**config.mk**
```make
export PLATFORM = sky130hd
export DESIGN_NAME = qsf_core
export DESIGN_NICKNAME = d
export VERILOG_FILES = /design/src/logic/qsf_core.v /design/src/logic/qsf_sync.v /design/src/logic/qsf_buf2.v
export VERILOG_INCLUDE_DIRS = /design/src /design/src/common
export SDC_FILE = /design/constraint.sdc
export NUM_CORES = 1
export LEC_CHECK = 0
export BUFFER_PORTS_ARGS = -buffer_cell sky130_fd_sc_hd__buf_2
export CORE_AREA = 2 2 148 150
export CTS_CLUSTER_DIAMETER = 40
export DETAILED_ROUTE_END_ITERATION = 6
export DIE_AREA = 0 0 150 152
export PLACE_DENSITY = 0.74
export SLEW_MARGIN = 20
export SYNTH_ARGS = -nofsm -noshare
export SYNTH_HDL_FRONTEND = slang
export SYNTH_HIERARCHICAL = 1
export SYNTH_SLANG_ARGS = --single-unit
```
**constraint.sdc**
```tcl
create_clock -name ref_clk -period 6.5 [get_ports ref_clk]
set_input_delay 0.325 -clock ref_clk [delete_from_list [all_inputs] [get_ports ref_clk]]
set_output_delay 0.325 -clock ref_clk [all_outputs]
set_load 0.02 [all_outputs]
```
**src/common/qsf_consts.vh**
```
// Constants for the quad serial flash interface
`ifndef QSF_CONSTS_VH
`define QSF_CONSTS_VH
// ------------------------------------------------------------
// Instruction codes
// ------------------------------------------------------------
`define QSF_CMD_QPI_ON 8'h38
`define QSF_CMD_QPI_OFF 8'hff
`define QSF_CMD_RST_EN 8'h66
`define QSF_CMD_RST 8'h99
`define QSF_CMD_READ 8'h03
`define QSF_CMD_FAST 8'h0b
`define QSF_CMD_DUAL_O 8'h3b
`define QSF_CMD_DUAL_IO 8'hbb
`define QSF_CMD_QUAD_O 8'h6b
`define QSF_CMD_QUAD_IO 8'heb
`define QSF_CMD_DTR_QIO 8'hed
`define QSF_CMD_PROG 8'h02
`define QSF_CMD_ER_4K 8'h20
`define QSF_CMD_ER_32K 8'h52
`define QSF_CMD_ER_64K 8'hd8
`define QSF_CMD_ER_CHIP 8'hc7
`define QSF_CMD_ER_CHIP2 8'h60
// ------------------------------------------------------------
// Dummy clocks per read instruction
// ------------------------------------------------------------
`define QSF_DUM_FAST 4'h8
`define QSF_DUM_DUAL_IO 4'h4
`define QSF_DUM_QUAD_IO 4'h6
`define QSF_DUM_DTR 4'h8
// ------------------------------------------------------------
// Array organisation
// ------------------------------------------------------------
`define QSF_ADDR_BITS 24
`define QSF_ADDR_LAST 6'h18
`define QSF_PAGE_LSB 8
`define QSF_SECT_LSB 12
`define QSF_B32_LSB 15
`define QSF_B64_LSB 16
`define QSF_ER_SECT 2'h0
`define QSF_ER_B32 2'h1
`define QSF_ER_B64 2'h2
`define QSF_ER_CHIP 2'h3
// ------------------------------------------------------------
// Timing
// ------------------------------------------------------------
`define QSF_CLK_MHZ 25
`define QSF_SRST_NS 12000
`define QSF_SRST_CYC ((`QSF_SRST_NS * `QSF_CLK_MHZ + 999) / 1000)
`endif

```
**src/logic/qsf_core.v**
```verilog
// Serial flash host interface: command decode, lanes and array addressing
// Behaviour
// - Array is 65,536 pages of 256 bytes
// - Program stays in one page, wraps
// - Erase aligned 16, 128, 256 pages or chip
// - 4096 sectors, 512 and 256 blocks, 24-bit span
// - Inputs on rising, outputs on falling clock
// - Works with clock modes 0 and 3
// - Single lane: in on lane 0, out lane 1
// - Dual reads use lanes 0 and 1
// - Quad reads use all four lanes
// - Quad instructions refused without quad enable
// - 38h enters, FFh leaves four-lane mode
// - Four-lane instruction takes two clocks
// - Only one instruction mode active
// - Resets return to single-lane instruction mode
// - Four-lane entry refused without quad enable
// - Four-lane mode uses lanes 0 to 3
// - Double-rate read only with quad enabled
// - Double-rate instruction sampled on rising only
// - Double-rate address and data on both edges
// - Select must fall first; high releases lanes
// - Pause only in single and dual operation
`timescale 1ns/10ps
`default_nettype none
`include "qsf_consts.vh"
module qsf_core (
	input wire ref_clk,
	input wire sys_rst,
	input wire spi_sck,
	input wire spi_cs_n,
	input wire io_lane_0_in,
	output wire io_lane_0_out,
	output wire io_lane_0_oe,
	input wire io_lane_1_in,
	output wire io_lane_1_out,
	output wire io_lane_1_oe,
	input wire io_lane_2_in,
	output wire io_lane_2_out,
	output wire io_lane_2_oe,
	input wire io_lane_3_in,
	output wire io_lane_3_out,
	output wire io_lane_3_oe,
	input wire quad_enable_bit,
	output wire four_lane_instruction_mode,
	output wire arr_rd_start,
	output wire arr_rd_active,
	output wire [23:0] arr_rd_addr,
	input wire [7:0] arr_rd_data,
	input wire arr_rd_valid,
	output wire arr_rd_ready,
	output wire prog_valid,
	output wire [23:0] prog_addr,
	output wire [7:0] prog_data,
	output wire erase_valid,
	output wire [1:0] erase_kind,
	output wire [23:0] erase_addr,
	output wire soft_reset,
	output wire cmd_reject,
	output wire busy
);
	// ------------------------------------------------------------
	// States and kinds
	// ------------------------------------------------------------
	localparam [2:0] ST_IDLE = 3'h0;
	localparam [2:0] ST_CMD = 3'h1;
	localparam [2:0] ST_ADDR = 3'h2;
	localparam [2:0] ST_DUMMY = 3'h3;
	localparam [2:0] ST_RDATA = 3'h4;
	localparam [2:0] ST_WDATA = 3'h5;
	localparam [2:0] ST_DONE = 3'h6;
	localparam [1:0] K_NONE = 2'h0;
	localparam [1:0] K_READ = 2'h1;
	localparam [1:0] K_PROG = 2'h2;
	localparam [1:0] K_ERASE = 2'h3;
	localparam integer SRST_I = `QSF_SRST_CYC;
	localparam [15:0] SRST_CYC = SRST_I[15:0];

	// ------------------------------------------------------------
	// Functions
	// ------------------------------------------------------------
	function [23:0] shin;
		input [23:0] s;
		input [2:0] w;
		input [3:0] l;
		begin
			case (w)
				3'h4: shin = {s[19:0], l};
				3'h2: shin = {s[21:0], l[1:0]};
				default: shin = {s[22:0], l[0]};
			endcase
		end
	endfunction

	function [3:0] lanes_out;
		input [2:0] w;
		input [7:0] b;
		begin
			case (w)
				3'h4: lanes_out = b[7:4];
				3'h2: lanes_out = {2'h0, b[7:6]};
				default: lanes_out = {2'h0, b[7], 1'b0};
			endcase
		end
	endfunction

	function [3:0] lane_mask;
		input [2:0] w;
		begin
			case (w)
				3'h4: lane_mask = 4'hf;
				3'h2: lane_mask = 4'h3;
				default: lane_mask = 4'h2;
			endcase
		end
	endfunction

	// ------------------------------------------------------------
	// Pin synchronisation and edges
	// ------------------------------------------------------------
	wire [5:0] pins_s;
	wire sck_s;
	wire cs_s;
	wire [3:0] li;
	reg sck_d_reg;
	qsf_sync #(.W(6)) u_sync (
		.clk(ref_clk),
		.rst(sys_rst),
		.d({spi_sck, spi_cs_n, io_lane_3_in, io_lane_2_in, io_lane_1_in, io_lane_0_in}),
		.q(pins_s)
	);
	assign sck_s = pins_s[5];
	assign cs_s = pins_s[4];
	assign li = pins_s[3:0];

	reg [2:0] state_reg;
	reg qpi_reg;
	reg armed_reg;
	reg rst_en_reg;
	reg [15:0] busy_cnt_reg;
	reg [23:0] sh_reg;
	reg [5:0] cnt_reg;
	reg [23:0] addr_reg;
	reg [2:0] aw_reg;
	reg [2:0] dw_reg;
	reg [3:0] dum_reg;
	reg dtr_reg;
	reg [1:0] kind_reg;
	reg [1:0] ek_reg;
	reg [7:0] out_sh_reg;
	reg [3:0] out_cnt_reg;
	reg [3:0] lane_o_reg;
	reg drv_reg;
	reg erase_pend_reg;
	reg rd_start_reg;
	reg prog_valid_reg;
	reg [23:0] prog_addr_reg;
	reg [7:0] prog_data_reg;
	reg erase_valid_reg;
	reg [23:0] erase_addr_reg;
	reg soft_rst_reg;
	reg reject_reg;

	// Pause pin only acts in single and dual operation
	wire hold_act = ~cs_s & ~quad_enable_bit & ~qpi_reg & ~li[3];
	wire act = ~cs_s & ~hold_act;
	wire rise_e = act & sck_s & ~sck_d_reg;
	wire fall_e = act & ~sck_s & sck_d_reg;
	wire in_edge = dtr_reg ? (rise_e | fall_e) : rise_e;
	wire out_edge = dtr_reg ? (rise_e | fall_e) : fall_e;
	wire [2:0] base_w = qpi_reg ? 3'h4 : 3'h1;

	// ------------------------------------------------------------
	// Instruction decode
	// ------------------------------------------------------------
	wire [23:0] cmd_sh = shin(sh_reg, base_w, li);
	wire [7:0] cmd_byte = cmd_sh[7:0];
	reg [2:0] dec_aw;
	reg [2:0] dec_dw;
	reg [3:0] dec_dum;
	reg dec_quad;
	reg dec_dtr;
	reg dec_spi;
	reg [1:0] dec_kind;
	reg [1:0] dec_ek;
	always @* begin
		dec_aw = base_w;
		dec_dw = base_w;
		dec_dum = 4'h0;
		dec_quad = 1'b0;
		dec_dtr = 1'b0;
		dec_spi = 1'b0;
		dec_kind = K_NONE;
		dec_ek = `QSF_ER_SECT;
		case (cmd_byte)
			`QSF_CMD_READ: dec_kind = K_READ;
			`QSF_CMD_FAST: begin
				dec_kind = K_READ;
				dec_dum = `QSF_DUM_FAST;
			end
			`QSF_CMD_DUAL_O: begin
				dec_kind = K_READ;
				dec_dw = 3'h2;
				dec_dum = `QSF_DUM_FAST;
				dec_spi = 1'b1;
			end
			`QSF_CMD_DUAL_IO: begin
				dec_kind = K_READ;
				dec_aw = 3'h2;
				dec_dw = 3'h2;
				dec_dum = `QSF_DUM_DUAL_IO;
				dec_spi = 1'b1;
			end
			`QSF_CMD_QUAD_O: begin
				dec_kind = K_READ;
				dec_dw = 3'h4;
				dec_dum = `QSF_DUM_FAST;
				dec_quad = 1'b1;
			end
			`QSF_CMD_QUAD_IO: begin
				dec_kind = K_READ;
				dec_aw = 3'h4;
				dec_dw = 3'h4;
				dec_dum = `QSF_DUM_QUAD_IO;
				dec_quad = 1'b1;
			end
			`QSF_CMD_DTR_QIO: begin
				dec_kind = K_READ;
				dec_aw = 3'h4;
				dec_dw = 3'h4;
				dec_dum = `QSF_DUM_DTR;
				dec_quad = 1'b1;
				dec_dtr = 1'b1;
			end
			`QSF_CMD_PROG: dec_kind = K_PROG;
			`QSF_CMD_ER_4K: dec_kind = K_ERASE;
			`QSF_CMD_ER_32K: begin
				dec_kind = K_ERASE;
				dec_ek = `QSF_ER_B32;
			end
			`QSF_CMD_ER_64K: begin
				dec_kind = K_ERASE;
				dec_ek = `QSF_ER_B64;
			end
			default: dec_kind = K_NONE;
		endcase
	end
	wire dec_ok = ~(dec_quad & ~quad_enable_bit) & ~(dec_spi & qpi_reg);
	wire is_chip = (cmd_byte == `QSF_CMD_ER_CHIP) || (cmd_byte == `QSF_CMD_ER_CHIP2);

	// ------------------------------------------------------------
	// Read data buffer
	// ------------------------------------------------------------
	wire [7:0] buf_data;
	wire buf_valid;
	wire rd_byte_edge = (state_reg == ST_RDATA) && out_edge && (out_cnt_reg == 4'h0);
	wire [7:0] out_src = (out_cnt_reg == 4'h0) ? (buf_valid ? buf_data : 8'h00) : out_sh_reg;
	qsf_buf2 #(.WIDTH(8), .DEPTH(2), .AW(1)) u_buf (
		.clk(ref_clk),
		.rst(sys_rst),
		.flush(rd_start_reg | cs_s),
		.in_valid(arr_rd_valid),
		.in_ready(arr_rd_ready),
		.in_data(arr_rd_data),
		.out_valid(buf_valid),
		.out_ready(rd_byte_edge),
		.out_data(buf_data)
	);

	wire [23:0] a_sh = shin(sh_reg, aw_reg, li);
	wire [23:0] w_sh = shin(sh_reg, dw_reg, li);
	wire [5:0] cnt_a = cnt_reg + {3'h0, aw_reg};
	wire [5:0] cnt_w = cnt_reg + {3'h0, dw_reg};
	wire [5:0] cnt_c = cnt_reg + {3'h0, base_w};

	// ------------------------------------------------------------
	// Main sequencer
	// ------------------------------------------------------------
	always @(posedge ref_clk or posedge sys_rst) begin
		if (sys_rst) begin
			sck_d_reg <= 1'b0;
			state_reg <= ST_IDLE;
			qpi_reg <= 1'b0;
			armed_reg <= 1'b0;
			rst_en_reg <= 1'b0;
			busy_cnt_reg <= 16'h0000;
			sh_reg <= 24'h000000;
			cnt_reg <= 6'h00;
			addr_reg <= 24'h000000;
			aw_reg <= 3'h1;
			dw_reg <= 3'h1;
			dum_reg <= 4'h0;
			dtr_reg <= 1'b0;
			kind_reg <= K_NONE;
			ek_reg <= `QSF_ER_SECT;
			out_sh_reg <= 8'h00;
			out_cnt_reg <= 4'h0;
			lane_o_reg <= 4'h0;
			drv_reg <= 1'b0;
			erase_pend_reg <= 1'b0;
			rd_start_reg <= 1'b0;
			prog_valid_reg <= 1'b0;
			prog_addr_reg <= 24'h000000;
			prog_data_reg <= 8'h00;
			erase_valid_reg <= 1'b0;
			erase_addr_reg <= 24'h000000;
			soft_rst_reg <= 1'b0;
			reject_reg <= 1'b0;
		end else begin
			sck_d_reg <= sck_s;
			rd_start_reg <= 1'b0;
			prog_valid_reg <= 1'b0;
			erase_valid_reg <= 1'b0;
			soft_rst_reg <= 1'b0;
			reject_reg <= 1'b0;
			if (busy_cnt_reg != 16'h0000) begin
				busy_cnt_reg <= busy_cnt_reg - 16'h0001;
			end
			if (cs_s) begin
				armed_reg <= 1'b1;
				state_reg <= ST_IDLE;
				drv_reg <= 1'b0;
				dtr_reg <= 1'b0;
				out_cnt_reg <= 4'h0;
				if (erase_pend_reg) begin
					erase_pend_reg <= 1'b0;
					erase_valid_reg <= 1'b1;
					erase_kind_sel(ek_reg);
				end
			end else begin
				case (state_reg)
					ST_IDLE: begin
						cnt_reg <= 6'h00;
						sh_reg <= 24'h000000;
						if (armed_reg && busy_cnt_reg == 16'h0000) begin
							state_reg <= ST_CMD;
						end else begin
							state_reg <= ST_DONE;
						end
					end
					ST_CMD: if (rise_e) begin
						sh_reg <= cmd_sh;
						cnt_reg <= cnt_c;
						if (cnt_c == 6'h08) begin
							cnt_reg <= 6'h00;
							sh_reg <= 24'h000000;
							state_reg <= ST_DONE;
							rst_en_reg <= (cmd_byte == `QSF_CMD_RST_EN);
							aw_reg <= dec_aw;
							dw_reg <= dec_dw;
							dum_reg <= dec_dum;
							kind_reg <= dec_kind;
							ek_reg <= dec_ek;
							if (cmd_byte == `QSF_CMD_QPI_ON) begin
								if (quad_enable_bit) begin
									qpi_reg <= 1'b1;
								end else begin
									reject_reg <= 1'b1;
								end
							end else if (cmd_byte == `QSF_CMD_QPI_OFF) begin
								qpi_reg <= 1'b0;
							end else if (cmd_byte == `QSF_CMD_RST) begin
								if (rst_en_reg) begin
									qpi_reg <= 1'b0;
									soft_rst_reg <= 1'b1;
									busy_cnt_reg <= SRST_CYC;
								end
							end else if (is_chip) begin
								ek_reg <= `QSF_ER_CHIP;
								erase_pend_reg <= 1'b1;
							end else if (dec_kind != K_NONE) begin
								if (dec_ok) begin
									dtr_reg <= dec_dtr;
									state_reg <= ST_ADDR;
								end else begin
									reject_reg <= 1'b1;
								end
							end
						end
					end
					ST_ADDR: if (in_edge) begin
						sh_reg <= a_sh;
						cnt_reg <= cnt_a;
						if (cnt_a == `QSF_ADDR_LAST) begin
							addr_reg <= a_sh;
							cnt_reg <= 6'h00;
							sh_reg <= 24'h000000;
							if (kind_reg == K_READ) begin
								rd_start_reg <= 1'b1;
								state_reg <= (dum_reg == 4'h0) ? ST_RDATA : ST_DUMMY;
							end else if (kind_reg == K_PROG) begin
								state_reg <= ST_WDATA;
							end else begin
								erase_pend_reg <= 1'b1;
								state_reg <= ST_DONE;
							end
						end
					end
					ST_DUMMY: if (rise_e) begin
						cnt_reg <= cnt_reg + 6'h01;
						if (cnt_reg + 6'h01 == {2'h0, dum_reg}) begin
							state_reg <= ST_RDATA;
						end
					end
					ST_RDATA: if (out_edge) begin
						drv_reg <= 1'b1;
						lane_o_reg <= lanes_out(dw_reg, out_src);
						out_sh_reg <= out_src << dw_reg;
						out_cnt_reg <= ((out_cnt_reg == 4'h0) ? 4'h8 : out_cnt_reg) - {1'b0, dw_reg};
						if (out_cnt_reg == 4'h0) begin
							addr_reg <= addr_reg + 24'h000001;
						end
					end
					ST_WDATA: if (rise_e) begin
						sh_reg <= w_sh;
						cnt_reg <= cnt_w;
						if (cnt_w == 6'h08) begin
							cnt_reg <= 6'h00;
							prog_valid_reg <= 1'b1;
							prog_data_reg <= w_sh[7:0];
							prog_addr_reg <= addr_reg;
							addr_reg <= {addr_reg[23:`QSF_PAGE_LSB], addr_reg[7:0] + 8'h01};
						end
					end
					default: state_reg <= ST_DONE;
				endcase
			end
		end
	end

	task erase_kind_sel;
		input [1:0] k;
		begin
			case (k)
				`QSF_ER_SECT: erase_addr_reg <= {addr_reg[23:`QSF_SECT_LSB], 12'h000};
				`QSF_ER_B32: erase_addr_reg <= {addr_reg[23:`QSF_B32_LSB], 15'h0000};
				`QSF_ER_B64: erase_addr_reg <= {addr_reg[23:`QSF_B64_LSB], 16'h0000};
				default: erase_addr_reg <= 24'h000000;
			endcase
		end
	endtask

	// ------------------------------------------------------------
	// Outputs
	// ------------------------------------------------------------
	wire [3:0] oe_all = (drv_reg && state_reg == ST_RDATA && !cs_s && !hold_act) ?
		lane_mask(dw_reg) : 4'h0;
	assign io_lane_0_out = lane_o_reg[0];
	assign io_lane_1_out = lane_o_reg[1];
	assign io_lane_2_out = lane_o_reg[2];
	assign io_lane_3_out = lane_o_reg[3];
	assign io_lane_0_oe = oe_all[0];
	assign io_lane_1_oe = oe_all[1];
	assign io_lane_2_oe = oe_all[2];
	assign io_lane_3_oe = oe_all[3];
	assign four_lane_instruction_mode = qpi_reg;
	assign arr_rd_start = rd_start_reg;
	assign arr_rd_active = (state_reg == ST_DUMMY) || (state_reg == ST_RDATA);
	assign arr_rd_addr = addr_reg;
	assign prog_valid = prog_valid_reg;
	assign prog_addr = prog_addr_reg;
	assign prog_data = prog_data_reg;
	assign erase_valid = erase_valid_reg;
	assign erase_kind = ek_reg;
	assign erase_addr = erase_addr_reg;
	assign soft_reset = soft_rst_reg;
	assign cmd_reject = reject_reg;
	assign busy = (busy_cnt_reg != 16'h0000);
endmodule
`default_nettype wire

```
**src/logic/qsf_sync.v**
```verilog
// Two-stage synchroniser for pin inputs
`timescale 1ns/10ps
`default_nettype none
module qsf_sync #(
	parameter W = 1
) (
	input wire clk,
	input wire rst,
	input wire [W-1:0] d,
	output reg [W-1:0] q
);
	reg [W-1:0] meta_reg;
	always @(posedge clk or posedge rst) begin
		if (rst) begin
			meta_reg <= {W{1'b0}};
			q <= {W{1'b0}};
		end else begin
			meta_reg <= d;
			q <= meta_reg;
		end
	end
endmodule
`default_nettype wire

```
**src/logic/qsf_buf2.v**
```verilog
// Small FIFO buffer with valid and ready on both sides
`timescale 1ns/10ps
`default_nettype none
module qsf_buf2 #(
	parameter WIDTH = 8,
	parameter DEPTH = 2,
	parameter AW = 1
) (
	input wire clk,
	input wire rst,
	input wire flush,
	input wire in_valid,
	output wire in_ready,
	input wire [WIDTH-1:0] in_data,
	output wire out_valid,
	input wire out_ready,
	output wire [WIDTH-1:0] out_data
);
	localparam integer LAST_I = DEPTH - 1;
	localparam [AW:0] FULL = DEPTH[AW:0];
	localparam [AW-1:0] LAST = LAST_I[AW-1:0];
	reg [WIDTH-1:0] mem_reg [0:DEPTH-1];
	reg [AW-1:0] wp_reg;
	reg [AW-1:0] rp_reg;
	reg [AW:0] cnt_reg;
	wire push;
	wire pop;
	integer i;
	assign in_ready = (cnt_reg != FULL);
	assign out_valid = (cnt_reg != {(AW+1){1'b0}});
	assign out_data = mem_reg[rp_reg];
	assign push = in_valid & in_ready & ~flush;
	assign pop = out_valid & out_ready & ~flush;
	always @(posedge clk or posedge rst) begin
		if (rst) begin
			wp_reg <= {AW{1'b0}};
			rp_reg <= {AW{1'b0}};
			cnt_reg <= {(AW+1){1'b0}};
			for (i = 0; i < DEPTH; i = i + 1) begin
				mem_reg[i] <= {WIDTH{1'b0}};
			end
		end else if (flush) begin
			wp_reg <= {AW{1'b0}};
			rp_reg <= {AW{1'b0}};
			cnt_reg <= {(AW+1){1'b0}};
		end else begin
			if (push) begin
				mem_reg[wp_reg] <= in_data;
				wp_reg <= (wp_reg == LAST) ? {AW{1'b0}} : wp_reg + 1'b1;
			end
			if (pop) begin
				rp_reg <= (rp_reg == LAST) ? {AW{1'b0}} : rp_reg + 1'b1;
			end
			if (push && !pop) begin
				cnt_reg <= cnt_reg + 1'b1;
			end else if (pop && !push) begin
				cnt_reg <= cnt_reg - 1'b1;
			end
		end
	end
endmodule
`default_nettype wire

```
==> impl_metrics.py, run 1 <==
metrics = {
    "status": {
        "status": "complete, no violations",
    },
    "route": {
        "ant_nets": 0,
        "first_pass_iters": 6,
        "drt_iter0_markers": 893,
        "vias": 10100,
        "via_per_inst": 6.33,
        "drc": 0,
        "wl_per_cell_um": 19.1,
        "finalWirelength_um": 30400,
    },
    "logic_synthesis": {
        "yosysTopAreaCell": "dfrtp_1",
        "synth-seq-cells": 189,
        "syn_area_per_cell_um2": 9.15,
        "synth_edf_count": 0,
        "netlist_top_cells_area": "dfrtp_1 41%, mux2_2 5.1%, a21oi_1 4.2%",
        "synth_ff_type": "dfrtp_1",
        "netlist_instances": 1252,
        "yosysTopAreaCellShare_pct": 40.8,
        "ys_warn_count": 6,
        "ys_seq_area_share_pct": 41.3,
        "yosysUniqueCellTypes": 85,
        "netlist_area_mm2": 0.0115,
        "ys_async_sr_fraction_pct": 100,
    },
    "clock_network": {
        "clkTransAtPathRegs_ns": 0.08,
        "numCtsBuffers": 17,
        "post-cts-setup-buffer-count": 0,
        "h-tree-depth": 4,
        "cts_root_buffer": "clkbuf_16",
        "post_cts_resized": 0,
        "cts_tree": "yes",
        "cts_sinks": 189,
        "clock_path_buffers": 2,
        "clk_latency_ns": 0.44,
    },
    "power_and_ir_drop": {
        "p_int_mw": 2.12,
        "p_seq_share_pct": 46.2,
        "power_density_mw_per_mm2": 258,
        "power.switching_mw": 1.15,
        "peakVddDrop_uv": 176,
        "p_leak_nw": 5.42,
        "pwr-share-comb_pct": 22.3,
        "clkPwrFrac_pct": 31.5,
        "switching_share_pct": 35.2,
    },
    "global_routing": {
        "use_met2_pct": 42.0,
        "overflow": 0,
        "grt_busiest_layer": "met2",
        "grt.met1_usage_pct": 38.1,
        "antenna_found_initial": 0,
        "grt_pass1_wl_um": 50000,
        "grt_pass1_vias": 9554,
        "track_usage_pct": 27.1,
        "grtUsageMet3_pct": 5.23,
        "grt_max_degree": 94,
    },
    "timing": {
        "fmax_mhz": 219,
        "finalCritPeriodShare_pct": 70.3,
        "tightest_slew_ns": 1.09,
        "finalSetupViolCount": 0,
        "fin_ws_ns": 1.93,
        "slew_viol_final": 0,
        "tns_ns": 0,
        "fin_crit_ns": 4.57,
        "maxSlewHeadroom_pct": 27.4,
        "hold_viol_final": 0,
        "clock_skew_ns": 0.0102,
        "rsz0062_at_grt": "no",
    },
    "floorplan": {
        "core.rowCount": 54,
        "die_w_um": 150,
        "coreArea_mm2": 0.0214,
        "initial_core_util_pct": 53.7,
        "io-pin-count": 117,
        "die_h_um": 152,
        "dieArea_mm2": 0.0228,
    },
    "worst_setup_path": {
        "worstSetupEndpointType": "flip-flop",
        "critPathMaxFanout": 49,
        "startpoint_type": "flip-flop",
        "critPathRequiredTime_ns": 6.89,
        "critical_path_arrival_ns": 4.96,
        "worstSetupPathType": "reg2reg",
    },
    "cells_and_area": {
        "seqCellArea_mm2": 0.00473,
        "nFillCells": 1866,
        "instances_no_fill": 1590,
        "antennaDiodeCount": 0,
        "multi_input_area_mm2": 0.00617,
        "areaGrowthSynthToFinish_pct": 10.5,
        "utilization_pct": 59.3,
        "drive_above_1_share_pct": 18.8,
        "nNetsFinal": 1334,
        "fin_area_mm2": 0.0127,
    },
    "place": {
        "hpwl_um": 20400,
        "placedCellCount": 1551,
        "place_ws_ns": 2.05,
        "place_congestion": 0.960,
        "dpl_cell_area_mm2": 0.0120,
        "port_buffers": 104,
    },
    "min_path": {
        "holdCritPathClass": "in2reg",
    },
    "run": {
        "cap_violations": 0,
    },
}
[worst max-delay path, stage by stage (launching register included)]
cell and delay, ns:
dfrtp_2 1.07, inv_1 0.33, ha_1 0.32, ha_1 0.23, xor2_1 0.18, or4_1 0.46, or3_1 0.39, nor2_1 0.70
and2_1 0.59, or3b_1 0.19
[final timing paths]
path / start / end / slack [ns] / cells past startpoint
min in group asynchronous: sys_rst / u_sync/q[4] / 0.50 / 3
min reg2reg: u_sync/meta_reg[2] / u_sync/q[2] / 0.35 / 0
max reg2reg: four_lane_instruction_mode / busy_cnt_reg[8] / 1.93 / 9
min: arr_rd_data[1] / u_buf/mem_reg[1] / 0.12 / 2
max: four_lane_instruction_mode / busy_cnt_reg[8] / 1.93 / 9
max in group asynchronous: sys_rst / prog_addr[13] / 4.53 / 4
[per-stage QoR]
stage / power [mW] / hold slack (ns)
after floorplan: 2.03 / 0.190
after global placement: 2.23 / 0.334
after detailed placement: 2.26 / 0.335
after CTS: 3.29 / 0.110
after global routing: 3.45 / 0.103
final: 3.27 / 0.118
[layout make-up]
class | count | share of cell area (%)
inverters | 28 | 0.870
well taps | 280 | 2.77
flip-flops and latches | 189 | 37.4
clock inverters | 15 | 1.21
clock buffers | 17 | 3.36
repair buffers | 127 | 5.61
multi-input cells | 934 | 48.8
[cells in the final DEF, fill, tap and decap left out, types with 7 or more instances in the layout]
cell type | synthesis | layout
dfrtp_1 | 187 | 186
nand2_1 | 123 | 123
buf_2 | 18 | 104
a21oi_1 | 97 | 97
nor2_1 | 93 | 93
mux2_2 | 52 | 52
a22o_1 | 51 | 51
nor3_1 | 52 | 49
o21ai_0 | 43 | 43
nand3_1 | 30 | 30
mux2i_1 | 28 | 28
inv_1 | 27 | 26
o21ai_1 | 23 | 23
o22ai_1 | 22 | 22
nand2b_1 | 19 | 19
a221o_1 | 18 | 18
clkbuf_16 | 0 | 17
ha_1 | 16 | 16
buf_4 | 13 | 16
xor2_1 | 15 | 15
a31oi_1 | 14 | 14
xnor2_1 | 13 | 13
or3_1 | 13 | 13
conb_1 | 1 | 12
and3_1 | 11 | 11
nor4_1 | 12 | 11
nand4_1 | 10 | 10
nor2b_1 | 10 | 9
nand3b_1 | 9 | 9
a211oi_1 | 8 | 8
a21oi_2 | 8 | 8
inv_6 | 0 | 7
mux2_1 | 7 | 7
dlygate4sd3_1 | 0 | 7
[power groups by stage]
stage | Sequential (mW) | Combinational [mW] | Clock [mW]
finish | 1.51 | 0.728 | 1.03
global placement | 1.52 | 0.706 | 0
floorplan | 1.58 | 0.451 | 0
detailed placement | 1.53 | 0.723 | 0
global route | 1.54 | 0.800 | 1.10
CTS | 1.51 | 0.730 | 1.05
[what timing repair did]
item,in CTS,in global routing
hold buffers,7,0
hold endpoints to repair,18,0
endpoints found under the setup margin,0,0
[kinds of logic (layout without fill, tap and decap cells)]
family	after synthesis	count (layout)	share of synthesized area, %
other	1	12	0.0327
and+or+nand+nor	426	426	18.7
adders and majority gates	19	19	2.27
DFF	189	189	41.3
AOI/OAI and AO/OA	361	361	21.7
muxes	88	88	8.44
buffers and inverters	140	187	5.47
xor gates and xnor gates	28	28	2.14
[cells in the mapped netlist (all sizes together) (4+ instances only)]
master and instances:
a211oi 8, a21boi 4, a21o 6, a21oi 107, a221o 18, a22o 51
a22oi 6, a31oi 14, a32oi 6, and2 6, and3 11, buf 39
clkbuf 73, dfrtp 187, ha 16, inv 27, mux2 59, mux2i 28
nand2 123, nand2b 19, nand3 30, nand3b 9, nand4 10, nor2 94
nor2b 11, nor3 54, nor3b 5, nor4 14, o21ai 67, o221ai 4
o22a 4, o22ai 22, o31ai 7, o32ai 6, o41ai 4, or2 7
or3 15, or4 7, xnor2 13, xor2 15
[metal layers]
metal / wire (um) / share of wire (%)
met1: 13300 / 44
met2: 14000 / 46
met3: 2380 / 7.8
met4: 759 / 2.5
met5: 0 / 0
Power figures use the tool's default switching activity.
==> inputs of run 2 (changes only) <==
==> constraint.sdc (replaced) <==
create_clock -name ref_clk -period 4.21 [get_ports ref_clk]
set_input_delay 0.2105 -clock ref_clk [delete_from_list [all_inputs] [get_ports ref_clk]]
set_output_delay 0.2105 -clock ref_clk [all_outputs]
set_load 0.02 [all_outputs]
==> run 2 against run 1 <==
  * Flip-flop and latch count did not move
  * Critical endpoint is now prog_addr[8]
  * Via count rose by 0.16%
  * Largest cell class unchanged
  * Global-route usage rose by 0.14 points
  * Critical path depth did not move
  * Design area rose by 0.73%
  * Highest routed layer unchanged
  * Largest power group unchanged
==> impl_metrics.py, run 2 (synthesized netlist as in run 1, its figures left out) <==
metrics = {
    "status": {
        "status": "complete, no violations",
    },
    "floorplan": {
        "io-pin-count": 117,
        "core.rowCount": 54,
        "die_w_um": 150,
        "coreArea_mm2": 0.0214,
        "dieArea_mm2": 0.0228,
        "initial_core_util_pct": 53.7,
        "die_h_um": 152,
    },
    "worst_setup_path": {
        "critical_path.slowest_cell": "dfrtp_1",
        "path_buf_inv": 2,
        "worstSetupEndpointType": "flip-flop",
        "rrSetupSlack_ns": 0.63,
        "r2r_start": "dw_reg[1]",
        "startpoint_type": "flip-flop",
        "crit_family": "buffers and inverters",
        "critPathMaxFanout": 40,
        "critPathRequiredTime_ns": 4.54,
        "worstSetupPathType": "reg2reg",
        "r2r_end": "prog_addr[8]",
        "worstPathCellList": "inv_1 -> fa_1 -> nor2b_1 -> o21ai_1 -> xnor2_1 -> nand3_1 -> nor3_2 -> buf_4 -> mux2_2",
        "slowest_delay_ns": 0.68,
        "critical_path_arrival_ns": 3.90,
        "r2r_cells": 9,
    },
    "clock_network": {
        "cts_root_buffer": "clkbuf_16",
        "clk_latency_ns": 0.45,
        "cts_hold_buffers": 7,
        "cts_sinks": 189,
        "post-cts-setup-buffer-count": 0,
        "clkTransAtPathRegs_ns": 0.08,
        "clock_path_buffers": 2,
        "h-tree-depth": 4,
        "numCtsBuffers": 17,
        "post_cts_resized": 0,
        "cts_tree": "yes",
    },
    "route": {
        "via_per_inst": 6.31,
        "drt_iter0_markers": 914,
        "first_pass_iters": 6,
        "vias": 10100,
        "drc": 0,
        "finalWirelength_um": 30300,
        "wl_per_cell_um": 18.9,
        "ant_nets": 0,
    },
    "place": {
        "place_ws_ns": 0.664,
        "place_congestion": 0.954,
        "port_buffers": 104,
        "hpwl_um": 20500,
    },
    "timing": {
        "hold_viol_final": 0,
        "fmax_mhz": 279,
        "tns_ns": 0,
        "fin_ws_ns": 0.631,
        "slew_viol_final": 0,
        "maxSlewHeadroom_pct": 41.4,
        "rsz0062_at_grt": "no",
        "finalCritPeriodShare_pct": 85.0,
        "clock_skew_ns": 0.0123,
        "fin_crit_ns": 3.58,
        "tightest_slew_ns": 0.878,
        "finalSetupViolCount": 0,
    },
    "global_routing": {
        "grt_pass1_wl_um": 50200,
        "grt_max_degree": 133,
        "overflow": 0,
        "track_usage_pct": 27.2,
        "antenna_found_initial": 0,
        "grt_pass1_vias": 9520,
    },
    "min_path": {
        "holdCritPathClass": "in2reg",
        "hold_depth": 2,
        "min_to": "u_buf/mem_reg[5]",
        "hp-start": "arr_rd_data[5]",
    },
    "cells_and_area": {
        "antennaDiodeCount": 0,
        "mostFrequentLayoutCells": "186 x dfrtp_1, 123 x nand2_1, 104 x buf_2",
        "drive_above_1_share_pct": 19.1,
        "nNetsFinal": 1343,
        "layout_commonest_cell": "dfrtp_1",
        "areaGrowthSynthToFinish_pct": 11.3,
    },
    "power_and_ir_drop": {
        "p_leak_nw": 5.45,
        "peakVddDrop_uv": 246,
        "power_density_mw_per_mm2": 403,
    },
    "run": {
        "cap_violations": 0,
    },
}
==> run 2: changes by cell type in the layout (fill, tap and decap cells not counted) <==
cell / delta
clkinv_2: -1
clkinv_8: -3
clkinvlp_4: +3
clkbuf_1: +1
inv_6: -3
nor3b_2: -2
bufinv_16: +2
nor3b_4: +2
buf_12: +1
nor4_1: +1
nor4_2: -1
buf_4: +8
==> run 2: stage by stage <==
step	hold slack, ns	utilization [%]	instances	area, um2	total power, mW
floorplan	0.0752	-	1263	11500	3.13
global placement	0.318	56.6	1560	12100	3.45
detailed placement	0.320	56.6	1560	12100	3.49
CTS	0.00455	59.7	1598	12700	5.16
global route	0.00918	59.7	1598	12700	5.39
finish	0.00828	59.7	1598	12700	5.13
==> run 2: power breakdown <==
| group | switching [mW] | total, mW | internal, mW |
|---|---|---|---|
| registers | 0.285 | 2.33 | 2.04 |
| clock network | 0.774 | 1.66 | 0.891 |
| logic | 0.696 | 1.14 | 0.447 |
| total | 1.75 | 5.13 | 3.38 |
==> run 2: area by class of cell <==
cell class | instances | area (um2)
tap | 280 | 350
inverter | 28 | 109
clock buffer | 18 | 429
timing repair buffer | 136 | 791
fill | 1910 | 8600
clock inverter | 13 | 156
multi-input combinational | 934 | 6180
sequential | 189 | 4730
==> run 2: worst max-delay path by stage <==
stage	endpoint	slack [ns]	cells after the start	start
final	prog_addr[8]	0.63	9	dw_reg[1]
after global routing	prog_addr[8]	0.34	9	dw_reg[1]
after CTS	prog_addr[8]	0.63	9	dw_reg[1]
after detailed placement	prog_addr[8]	0.66	9	dw_reg[1]
after global placement	prog_addr[2]	0.72	9	dw_reg[1]
after floorplan	dum_reg[1]	0.97	11	four_lane_instruction_mode
==> run 2: per-layer routing <==
layer | share of wire, % | vias to the layer above | GRT usage, %
li1 | - | 4696 | -
met1 | 44 | 4884 | 39.7
met2 | 46 | 455 | 42.6
met3 | 8.0 | 47 | 4.05
met4 | 1.6 | 0 | 7.19
met5 | 0 | - | 0
==> inputs of run 3 (changes only) <==
==> constraint.sdc (replaced) <==
create_clock -name ref_clk -period 4.21 [get_ports ref_clk]
set_input_delay 0.421 -clock ref_clk [delete_from_list [all_inputs] [get_ports ref_clk]]
set_output_delay 0.421 -clock ref_clk [all_outputs]
set_load 0.02 [all_outputs]
==> run 3 against run 2 <==
  * Highest routed layer unchanged
  * Cell count shrank 0.31%
  * The run now ends with DRC left
  * Via count is 0.79% higher
  * Setup slack improved by 0.10 ns
==> impl_metrics.py, run 3 (synthesized netlist as in run 1, its figures left out) <==
metrics = {
    "status": {
        "status": "complete, but fails checks",
        "failed_checks": "DRC",
    },
    "place": {
        "place_ws_ns": 0.845,
        "place_congestion": 1.02,
        "port_buffers": 104,
        "hpwl_um": 20700,
    },
    "clock_network": {
        "clock_path_buffers": 2,
        "post_cts_resized": 0,
        "cts_tree": "yes",
        "clkTransAtPathRegs_ns": 0.08,
        "cts_root_buffer": "clkbuf_16",
        "cts_sinks": 189,
        "cts_hold_buffers": 0,
        "h-tree-depth": 4,
        "post-cts-setup-buffer-count": 0,
        "numCtsBuffers": 17,
        "clk_latency_ns": 0.45,
    },
    "route": {
        "drc": 2,
        "finalWirelength_um": 30700,
        "drt_iter0_markers": 1137,
        "ant_nets": 0,
        "vias": 10200,
        "wl_met3_um": 2300,
        "via_per_inst": 6.38,
        "first_pass_iters": 7,
        "wl_met2_um": 14200,
        "maxUsedRoutingLayer": "met4",
        "m1WireLength_um": 13500,
        "wl_per_cell_um": 19.2,
    },
    "timing": {
        "finalSetupViolCount": 0,
        "fin_ws_ns": 0.735,
        "tns_ns": 0,
        "tightest_slew_ns": 0.904,
        "clock_skew_ns": 0.0103,
        "fin_crit_ns": 3.47,
        "rsz0062_at_grt": "no",
        "finalHoldWorstSlack_ns": 0.0324,
        "maxSlewHeadroom_pct": 39.8,
        "finalCritPeriodShare_pct": 82.5,
        "hold_viol_final": 0,
        "fmax_mhz": 288,
        "slew_viol_final": 0,
    },
    "floorplan": {
        "initial_core_util_pct": 53.7,
        "coreArea_mm2": 0.0214,
        "dieArea_mm2": 0.0228,
        "io-pin-count": 117,
        "die_h_um": 152,
        "die_w_um": 150,
        "core.rowCount": 54,
    },
    "worst_setup_path": {
        "r2r_start": "aw_reg[0]",
        "r2r_cells": 10,
        "worstPathCellList": "nor2b_2 -> buf_4 -> nand2_1 -> buf_4 -> or3_1 -> nor2_1 -> buf_2",
        "r2r_end": "sh_reg[22]",
        "critical_path.slowest_cell": "dfrtp_1",
        "startpoint_type": "flip-flop",
        "worstSetupPathType": "reg2out",
        "rrSetupSlack_ns": 0.75,
        "crit_path_start": "state_reg[2]",
        "path_common_cell": "buf_4",
        "worstSetupEndpointType": "output port",
        "critPathMaxFanout": 29,
        "critical_path_arrival_ns": 3.05,
        "critPathRequiredTime_ns": 3.79,
        "slowest_delay_ns": 0.73,
    },
    "cells_and_area": {
        "layout_commonest_cell": "dfrtp_1",
        "drive_above_1_share_pct": 19.3,
        "antennaDiodeCount": 0,
        "utilization_pct": 59.2,
        "areaGrowthSynthToFinish_pct": 10.4,
        "nNetsFinal": 1337,
        "mostFrequentLayoutCells": "186 x dfrtp_1, 123 x nand2_1, 104 x buf_2",
    },
    "global_routing": {
        "track_usage_pct": 27.0,
        "overflow": 0,
        "grt_max_degree": 89,
        "antenna_found_initial": 0,
        "grt_pass1_vias": 9473,
        "grt_pass1_wl_um": 49500,
    },
    "power_and_ir_drop": {
        "p_seq_share_pct": 46.5,
        "pwr-share-comb_pct": 22.5,
        "power.switching_mw": 1.76,
        "p_int_mw": 3.26,
        "peakVddDrop_uv": 312,
        "switching_share_pct": 35.0,
        "clkPwrFrac_pct": 31.0,
        "p_leak_nw": 5.42,
        "power_mw": 5.02,
        "power_density_mw_per_mm2": 397,
    },
    "run": {
        "cap_violations": 0,
    },
    "min_path": {
        "holdCritPathClass": "in2async",
    },
}
run 3: cell types whose count changed in the layout (fill, tap and decap cells not counted), sizes merged:
cell         previous run  this run
bufinv                  2         0
inv                    33        32
clkinv                  2         5
buf                   129       130
clkinvlp                4         5
dlygate4sd3             7         0
run 3: power groups by stage:
stage / combinational, mW / sequential, mW / clock (mW)
2_1_floorplan: 0.697 / 2.43 / 0
3_3_place_gp: 1.10 / 2.35 / 0
3_5_place_dp: 1.12 / 2.37 / 0
4_1_cts: 1.13 / 2.33 / 1.59
5_1_grt: 1.24 / 2.38 / 1.67
6_report: 1.13 / 2.34 / 1.56
run 3: metal layers:
metal,GRT usage [%],vias to the layer above
met2,42.1,484
met4,8.58,0
li1,-,4676
met5,0,-
met1,38.6,4936
met3,4.68,66
run 3: critical path, delay by kind of cell, from the launching register on:
| family | cells | cell delay (ns) |
|---|---|---|
| buf+inv | 3 | 0.80 |
| flops | 1 | 0.73 |
| simple gates | 4 | 1.07 |
run 3: layout make-up:
type	count	area (um2)
sequential	189	4730
timing repair buffer	130	728
clock buffer	18	429
inverter	28	109
clock inverter	14	129
multi-input combinational	934	6170
tap	280	350
fill	1924	8700
run 3: metrics by stage:
step                      area, um2  instances
final                         12600       1593
after global placement        12100       1561
after detailed placement      12100       1561
after floorplan               11500       1263
after CTS                     12600       1593
after global routing          12600       1593
run 3: worst max-delay path by stage:
stage                    end  cells after the start
2_1_floorplan     dum_reg[1]                     11
3_3_place_gp    prog_addr[0]                      9
3_5_place_dp      sh_reg[22]                     10
4_1_cts         io_lane_0_oe                      7
5_1_grt        prog_addr[12]                      9
6_report        io_lane_0_oe                      7
